<file path="src/rtl/ssc_pkg.sv">
// shared constants for the sweep and segment control block
package ssc_pkg;
	// register addresses on the link
	localparam logic [7:0] A_MAIN  = 8'h00;
	localparam logic [7:0] A_ANLG  = 8'h01;
	localparam logic [7:0] A_BASE  = 8'h04;
	localparam logic [7:0] A_PHASE = 8'h05;
	localparam logic [7:0] A_UPPER = 8'h06;
	localparam logic [7:0] A_SEG0  = 8'h07;
	localparam logic [7:0] A_SEG1  = 8'h08;
	localparam logic [7:0] A_SEG3  = 8'h0a;
	localparam int NREG = 11;
	// widths
	localparam int W_MAIN  = 32;
	localparam int W_ANLG  = 24;
	localparam int W_TUNE  = 32;
	localparam int W_PHASE = 16;
	localparam int W_SEG   = 40;
	localparam int W_PH    = 14;
	// main control word bits
	localparam int B_SWEEP_EN = 21;
	localparam int B_AUTOCLR  = 13;
	localparam int B_CLR_PH   = 10;
	// analog control word fields
	localparam int B_MULT_HI = 7;
	localparam int B_MULT_LO = 3;
	localparam int B_VCO_HI  = 2;
	// segment word fields
	localparam int B_DWELL_HI = 39;
	localparam int B_DWELL_LO = 24;
	localparam int B_NODWELL  = 4;
	localparam int B_MODE_HI  = 7;
	localparam int B_MODE_LO  = 5;
	localparam logic [2:0] MODE_MAX = 3'h4;
	// sweep word fields
	localparam int B_RAMP_HI = 39;
	localparam int B_RAMP_LO = 32;
	// sync clock is core clock divided by four
	localparam int SYNC_DIV = 4;
	localparam logic [1:0] SYNC_LAST = 2'(SYNC_DIV - 1);
	// host apb registers
	localparam logic [7:0] H_CMD     = 8'h00;
	localparam logic [7:0] H_DATA_LO = 8'h04;
	localparam logic [7:0] H_DATA_HI = 8'h08;
	localparam logic [7:0] H_STATUS  = 8'h0c;
	localparam logic [7:0] H_UPDATE  = 8'h10;
	localparam logic [7:0] H_RD_LO   = 8'h14;
	localparam logic [7:0] H_RD_HI   = 8'h18;
	localparam int C_WE = 8;
	localparam int C_GO = 9;
	localparam int S_BUSY = 0;
	localparam int S_ERR  = 1;
	localparam int S_DONE = 2;
endpackage : ssc_pkg

</file>
<file path="src/rtl/ssc_link_if.sv">
// register link between the host end and the synthesizer end
`timescale 1ns/1ps
`default_nettype none
interface ssc_link_if;
	logic        req;
	logic        we;
	logic [7:0]  addr;
	logic [39:0] wdata;
	logic        ack;
	logic [39:0] rdata;
	logic        io_update;
	modport dev (input req, we, addr, wdata, io_update, output ack, rdata);
	modport host (output req, we, addr, wdata, io_update, input ack, rdata);
endinterface : ssc_link_if
`default_nettype wire

</file>
<file path="src/rtl/ssc_device.sv">
// synthesizer end: register buffers, tuning, phase and linear sweep
//
// Summary of operation
// - sweep off: 0x07-0x0A are segment words
// - bits 39:24 give 16-bit dwell count
// - host writes dwell of 1 to 65535
// - final address = bits 9:8 then 23:16
// - begin address = bits 3:0 then 15:10
// - bit 4 picks final or beginning hold
// - host writes mode codes 0 to 4
// - main 0, analog 1, base 4, phase 5
// - host writes main word in full
// - bit 13 clears phase accumulator on update
// - analog bits 7:3 multiplier, bit 2 vco
// - writes buffered, applied on io update
// - output frequency = word / 2^32 * clock
// - phase word added to every sample
// - main bit 21 enables linear sweep
// - sweep word: ramp byte, 32-bit delta
// - ramp byte sets sync periods per step
// - sync clock is core clock over four
// - sweep clamps at upper and base words
// - sweep on: 0x07 falling, 0x08 rising
// - autoclear holds accumulator zero one cycle
`timescale 1ns/1ps
`default_nettype none
module ssc_device (
	// clock and reset
	input  wire logic        pclk,
	input  wire logic        presetn,
	// link
	ssc_link_if.dev          lk,
	// user side controls
	input  wire logic        sweep_up,
	input  wire logic [1:0]  seg_sel,
	// user side results
	output logic [31:0]      tuning_word,
	output logic [13:0]      phase_word,
	output logic             sync_clk,
	output logic             sweep_on,
	output logic [4:0]       clk_mult,
	output logic             vco_high,
	output logic [15:0]      seg_dwell,
	output logic [9:0]       seg_begin,
	output logic [9:0]       seg_final,
	output logic [2:0]       seg_mode,
	output logic             seg_nodwell
);

	typedef struct packed {
		logic [ssc_pkg::NREG-1:0][39:0] pend;
		logic [ssc_pkg::NREG-1:0][39:0] live;
		logic [31:0]                    acc;
		logic [31:0]                    ftw;
		logic [13:0]                    ph;
		logic [7:0]                     ramp;
		logic [1:0]                     div;
		logic                           ack;
		logic [39:0]                    rdata;
	} ssc_dev_st_t;

	ssc_dev_st_t s;
	ssc_dev_st_t n;

	////////////////////////////////////////////////////////////////////////////
	// helpers

	function automatic logic [39:0] reg_mask(input logic [7:0] a);
		case (a)
			ssc_pkg::A_MAIN:  reg_mask = 40'((64'h1 << ssc_pkg::W_MAIN) - 64'h1);
			ssc_pkg::A_ANLG:  reg_mask = 40'((64'h1 << ssc_pkg::W_ANLG) - 64'h1);
			ssc_pkg::A_BASE,
			ssc_pkg::A_UPPER: reg_mask = 40'((64'h1 << ssc_pkg::W_TUNE) - 64'h1);
			ssc_pkg::A_PHASE: reg_mask = 40'((64'h1 << ssc_pkg::W_PHASE) - 64'h1);
			default: begin
				if (a >= ssc_pkg::A_SEG0 && a <= ssc_pkg::A_SEG3) begin
					reg_mask = 40'hff_ffff_ffff;
				end else begin
					reg_mask = 40'h00_0000_0000;
				end
			end
		endcase
	endfunction : reg_mask

	function automatic logic [9:0] final_addr(input logic [39:0] w);
		final_addr = {w[9:8], w[23:16]};
	endfunction : final_addr

	function automatic logic [9:0] begin_addr(input logic [39:0] w);
		begin_addr = {w[3:0], w[15:10]};
	endfunction : begin_addr

	////////////////////////////////////////////////////////////////////////////
	// next state

	logic [3:0]  idx;
	logic        mapped;
	logic        tick;
	logic [39:0] sw_word;
	logic [31:0] delta;
	logic [31:0] upper;
	logic [31:0] lower;
	logic [32:0] sum;

	always_comb begin
		n       = s;
		n.ack   = 1'b0;
		idx     = lk.addr[3:0];
		mapped  = reg_mask(lk.addr) != 40'h00_0000_0000;
		tick    = s.div == ssc_pkg::SYNC_LAST;
		upper   = s.live[ssc_pkg::A_UPPER][31:0];
		lower   = s.live[ssc_pkg::A_BASE][31:0];
		sw_word = sweep_up ? s.live[ssc_pkg::A_SEG1] : s.live[ssc_pkg::A_SEG0];
		delta   = sw_word[31:0];
		sum     = 33'h0_0000_0000;
		n.div   = s.div + 2'h1;

		// link access, one-cycle registered answer
		if (lk.req && !s.ack) begin
			n.ack   = 1'b1;
			n.rdata = mapped ? s.pend[idx] : 40'h00_0000_0000;
			if (lk.we && mapped) begin
				n.pend[idx] = lk.wdata & reg_mask(lk.addr);
			end
		end

		// phase accumulator and offset
		n.acc = s.acc + s.ftw;
		n.ph  = s.acc[31:18] + s.live[ssc_pkg::A_PHASE][13:0];
		if (s.live[ssc_pkg::A_MAIN][ssc_pkg::B_CLR_PH]) begin
			n.acc = 32'h0000_0000;
		end

		// frequency: fixed base word or linear sweep
		if (!s.live[ssc_pkg::A_MAIN][ssc_pkg::B_SWEEP_EN]) begin
			n.ftw = lower;
		end else if (tick) begin
			if (s.ramp <= 8'h01) begin
				n.ramp = sw_word[ssc_pkg::B_RAMP_HI:ssc_pkg::B_RAMP_LO];
				if (sweep_up) begin
					sum = {1'b0, s.ftw} + {1'b0, delta};
					n.ftw = (sum > {1'b0, upper}) ? upper : sum[31:0];
				end else begin
					sum = {1'b0, lower} + {1'b0, delta};
					n.ftw = ({1'b0, s.ftw} < sum) ? lower : s.ftw - delta;
				end
			end else begin
				n.ramp = s.ramp - 8'h01;
			end
		end

		// io update moves buffers into the live registers
		if (lk.io_update) begin
			n.live = n.pend;
			n.ftw  = n.pend[ssc_pkg::A_BASE][31:0];
			n.ramp = 8'h00;
			if (n.pend[ssc_pkg::A_MAIN][ssc_pkg::B_AUTOCLR]) begin
				n.acc = 32'h0000_0000;
			end
		end
	end

	always_ff @(posedge pclk or negedge presetn) begin
		if (!presetn) begin
			s <= '0;
		end else begin
			s <= n;
		end
	end

	////////////////////////////////////////////////////////////////////////////
	// outputs

	logic [39:0] seg_w;

	assign lk.ack   = s.ack;
	assign lk.rdata = s.rdata;

	assign tuning_word = s.ftw;
	assign phase_word  = s.ph;
	assign sync_clk    = s.div[1];
	assign sweep_on    = s.live[ssc_pkg::A_MAIN][ssc_pkg::B_SWEEP_EN];
	assign clk_mult    = s.live[ssc_pkg::A_ANLG][ssc_pkg::B_MULT_HI:ssc_pkg::B_MULT_LO];
	assign vco_high    = s.live[ssc_pkg::A_ANLG][ssc_pkg::B_VCO_HI];

	// segment fields only while sweep is off
	assign seg_w = sweep_on ? 40'h00_0000_0000
	                        : s.live[4'(ssc_pkg::A_SEG0) + {2'h0, seg_sel}];
	assign seg_dwell   = seg_w[ssc_pkg::B_DWELL_HI:ssc_pkg::B_DWELL_LO];
	assign seg_final   = final_addr(seg_w);
	assign seg_begin   = begin_addr(seg_w);
	assign seg_mode    = seg_w[ssc_pkg::B_MODE_HI:ssc_pkg::B_MODE_LO];
	assign seg_nodwell = seg_w[ssc_pkg::B_NODWELL];

endmodule : ssc_device
`default_nettype wire

</file>
<file path="src/flat_wrapper.sv">
// flat-port wrapper written by rule: the top's interface ports become plain ports
module ssc_device_flat 
  (pclk, presetn, sweep_up, seg_sel, tuning_word, phase_word, sync_clk, sweep_on, clk_mult, vco_high, seg_dwell, seg_begin, seg_final, seg_mode, seg_nodwell, lk_req, lk_we, lk_addr, lk_wdata, lk_io_update, lk_ack, lk_rdata);
  ssc_link_if lk_i ();
  input  wire logic pclk;
  input  wire logic presetn;
  input  wire logic sweep_up;
  input  wire logic [1:0] seg_sel;
  output logic [31:0] tuning_word;
  output logic [13:0] phase_word;
  output logic sync_clk;
  output logic sweep_on;
  output logic [4:0] clk_mult;
  output logic vco_high;
  output logic [15:0] seg_dwell;
  output logic [9:0] seg_begin;
  output logic [9:0] seg_final;
  output logic [2:0] seg_mode;
  output logic seg_nodwell;
  input wire logic [$bits(lk_i.req)-1:0] lk_req;
  input wire logic [$bits(lk_i.we)-1:0] lk_we;
  input wire logic [$bits(lk_i.addr)-1:0] lk_addr;
  input wire logic [$bits(lk_i.wdata)-1:0] lk_wdata;
  input wire logic [$bits(lk_i.io_update)-1:0] lk_io_update;
  output wire logic [$bits(lk_i.ack)-1:0] lk_ack;
  output wire logic [$bits(lk_i.rdata)-1:0] lk_rdata;
  assign lk_i.req = lk_req;
  assign lk_i.we = lk_we;
  assign lk_i.addr = lk_addr;
  assign lk_i.wdata = lk_wdata;
  assign lk_i.io_update = lk_io_update;
  assign lk_ack = lk_i.ack;
  assign lk_rdata = lk_i.rdata;
  ssc_device u_core (.pclk(pclk), .presetn(presetn), .lk(lk_i), .sweep_up(sweep_up), .seg_sel(seg_sel), .tuning_word(tuning_word), .phase_word(phase_word), .sync_clk(sync_clk), .sweep_on(sweep_on), .clk_mult(clk_mult), .vco_high(vco_high), .seg_dwell(seg_dwell), .seg_begin(seg_begin), .seg_final(seg_final), .seg_mode(seg_mode), .seg_nodwell(seg_nodwell));
endmodule
</file>
<file path="config.mk">
export PLATFORM = sky130hd
export DESIGN_NAME = ssc_device_flat
export DESIGN_NICKNAME = d
export VERILOG_FILES = /design/src/rtl/ssc_pkg.sv /design/src/rtl/ssc_link_if.sv /design/src/rtl/ssc_device.sv /design/src/flat_wrapper.sv
export SDC_FILE = /design/constraint.sdc
export NUM_CORES = 2
export LEC_CHECK = 0
export ABC_AREA = 1
export ABC_CLOCK_PERIOD_IN_PS = 11050
export BUFFER_PORTS_ARGS = -buffer_cell sky130_fd_sc_hd__clkbuf_2
export CAP_MARGIN = 20
export CORE_MARGIN = 2
export CORE_UTILIZATION = 35
export DETAILED_ROUTE_END_ITERATION = 8
export SLEW_MARGIN = 0
export SYNTH_ARGS = -nofsm -noshare
export SYNTH_HDL_FRONTEND = slang
export SYNTH_SLANG_ARGS = --single-unit
</file>
<file path="constraint.sdc">
create_clock -name pclk -period 11.05 [get_ports pclk]
set_clock_uncertainty 0.15 [all_clocks]
set_input_delay 2.21 -clock pclk [delete_from_list [all_inputs] [get_ports pclk]]
set_output_delay 2.21 -clock pclk [all_outputs]
set_load 0.02 [all_outputs]
</file>
==> flow_summary.json <==
{
  "grt_max_degree": 206,
  "viasPerCell": 5.43,
  "tightest_slew_ns": 1.32,
  "fmax_ghz": 0.120,
  "yosys.area.top_type": "dfrtp_1",
  "dr.pass1.iters": 6,
  "holdPathStages": 0,
  "hold_buffers": 0,
  "synthFlopType": "dfrtp_1",
  "drt_iter0_drc": 4610,
  "slowest_stage": "a311oi_1",
  "final_area_sq_um": 52800,
  "ant_nets": 0,
  "synth_commonest_cells": "nand2_1, dfrtp_1, o21ai_0, inv_1, clkbuf_1",
  "place.gp.congestion": 1.01,
  "relSlewSlack_pct": 11.6,
  "synth_edf_count": 0,
  "fin_nets": 6281,
  "core.rowCount": 135,
  "synth_top_area_share_pct": 44.9,
  "postSynth.asyncResetShare_pct": 100,
  "clkTransAtPathRegs_ns": 0.06,
  "dp_hpwl_mm": 128,
  "clock_latency_ns": 0.72,
  "netlist_area_sq_um": 47700,
  "path_cells": "buf_6 -> inv_2 -> ha_4 -> clkinv_1 -> buf_4 -> a21oi_1 -> o21ai_0 -> a311oi_1 -> clkbuf_2",
  "grt_overflow": 0,
  "r2r-end": "u_core.tuning_word[16]",
  "post_cts_buffers": 0,
  "yosys_warnings": 0,
  "reg2reg_from": "u_core.s[409]",
  "vdd_ir_drop_max_mv": 0.161,
  "drc": 0,
  "cts_buffers": 94,
  "die_y_um": 373,
  "finalHoldViolations": 0,
  "synth_cell_types": 56,
  "min_period_ns": 8.36,
  "rr_worst_depth": 29,
  "worst_ep_required_time_ns": 8.69,
  "grt_setup_unrepaired": "no",
  "grt_pass1_wl_mm": 269,
  "htree_levels": 3,
  "synth_most_common_cell": "nand2_1",
  "cts_tree": "built",
  "start_util_pct": 35.2,
  "cp.depth": 9,
  "worstPathArrival_ns": 6.00,
  "end_kind": "output port",
  "dieWidth_um": 373,
  "num_vias": 42700,
  "cts_resized": 0,
  "cts.sinks": 857,
  "synth_seq_cells": 857,
  "wl_mm": 182,
  "cts_max_path_buffers": 3,
  "grt_pass1_vias": 41100,
  "hp-class": "reg2reg",
  "io_pins": 191,
  "min_from": "u_core.s[656]",
  "syn-instance-count": 6150,
  "hold_end": "u_core.s[656]",
  "io_buffers": 190,
  "placed_area_sq_um": 49400,
  "leakage_nw": 25.9,
  "synth_area_leaders": "dfrtp_1, nand2_1, o21ai_0, ha_1, inv_1",
  "rrSetupSlack_ns": 4.90,
  "power_density_nw_per_um2": 177,
  "grt_usage_pct": 25.6,
  "crit_fanout": 63,
  "synthesis.nets": 6417,
  "postSynthAreaPerCell_sq_um": 7.76,
  "dieArea_sq_um": 139000,
  "crit_path_max_incr_delay_ns": 1.11,
  "cp_top_family": "compound AO/OA/AOI/OAI gates",
  "crit_type": "in2out",
  "status": "completed",
  "drive_gt1_share_pct": 8.23,
  "finalMaxSlewViolations": 0,
  "cts_root_buf": "clkbuf_16",
  "fin_crit_sh_pct": 75.7,
  "syn2layout_area_growth_pct": 10.6,
  "wl_per_cell_um": 23.1,
  "tns_ns": 0,
  "path_buf_inv": 5,
  "fillerInstances": 14000,
  "core_sq_um": 135000,
  "setup_viol": 0,
  "antenna_found_initial": 3,
  "startpoint_type": "primary input",
  "ys_seq_area_share_pct": 44.9,
  "maxCapViolCount": 0
}
==> metrics by stage <==
step	total power [mW]	setup slack [ns]	std cells	hold WS, ns	utilization, %
finish	9.37	2.69	7871	0.226	39.0
global route	9.83	2.60	7870	0.233	39.0
CTS	9.37	2.53	7865	0.229	38.9
detailed placement	5.99	2.53	7694	0.216	36.5
global placement	5.98	2.47	7689	0.215	36.4
floorplan	5.20	4.05	6150	0.248	-
==> layer usage <==
layer	GRT usage, %	part of all wire, %	vias up
met2	37.8	42	1812
li1	-	-	19900
met5	0	0	-
met4	9.24	3.6	0
met3	6.43	9.1	325
met1	36.1	45	20700
==> worst max path at each step <==
stage | start | slack (ns) | end
2_1_floorplan | sweep_up | 4.05 | u_core.tuning_word[19]
3_3_place_gp | seg_sel[0] | 2.47 | seg_begin[1]
3_5_place_dp | seg_sel[0] | 2.53 | seg_begin[1]
4_1_cts | seg_sel[0] | 2.53 | seg_begin[1]
5_1_grt | seg_sel[0] | 2.60 | seg_begin[3]
6_report | seg_sel[0] | 2.69 | seg_begin[3]
==> area by class of cell <==
type	instances	area (sq um)	area share [%]
multi-input combinational	4125	21600	40.9
sequential	857	21400	40.6
clock buffer	139	2850	5.39
inverter	670	2520	4.78
tap	1781	2230	4.22
timing repair buffer	266	1690	3.21
clock inverter	32	440	0.834
antenna	1	2.50	0.00474
==> flip-flops by register name, indices dropped and copies added (netlist names) <==
register / count
u_core.tuning_word: 32
u_core.lower: 32
u_core.lk.ack: 1
u_core.phase_word: 14
u_core.s: 730
u_core.sync_clk: 1
u_core.lk.rdata: 40
u_core.vco_high: 1
u_core.sweep_on: 1
u_core.clk_mult: 5
==> power by group <==
part / internal, mW / total [mW] / switching [mW]
registers: 3.28 / 3.44 / 0.160
logic: 0.818 / 2.55 / 1.74
clock network: 1.97 / 3.37 / 1.40
==> cell families after synthesis <==
logic type | synth area share [%]
adder cells (fa/ha/maj) | 5.61
multiplexers | 0.142
flip-flops | 44.9
buffers and inverters | 10.0
AO/OA/AOI/OAI | 18.6
XOR/XNOR | 1.91
AND/OR/NAND/NOR | 18.8
==> cells in the final DEF (no fill, tap or decap), types with 69 or more instances in the layout <==
| cell | instances |
|---|---|
| clkbuf_2 | 186 |
| a21oi_1 | 319 |
| o21ai_1 | 75 |
| ha_1 | 205 |
| clkbuf_16 | 97 |
| dfrtp_1 | 856 |
| o21ai_0 | 761 |
| nor2_1 | 311 |
| nand2_1 | 1534 |
| o22ai_1 | 160 |
| xor2_1 | 69 |
| inv_1 | 653 |
| nand3_1 | 294 |
==> worst reg2reg max path, delay by kind of cell, from the launching register on <==
kind	cells	cell delay, ns
simple gates	11	0.95
flops	1	0.35
compound gates	9	2.55
fa+ha+maj	3	0.99
xor+xnor	1	0.17
buf+inv	5	0.89
No activity file was read; power rests on OpenSTA's default activity.
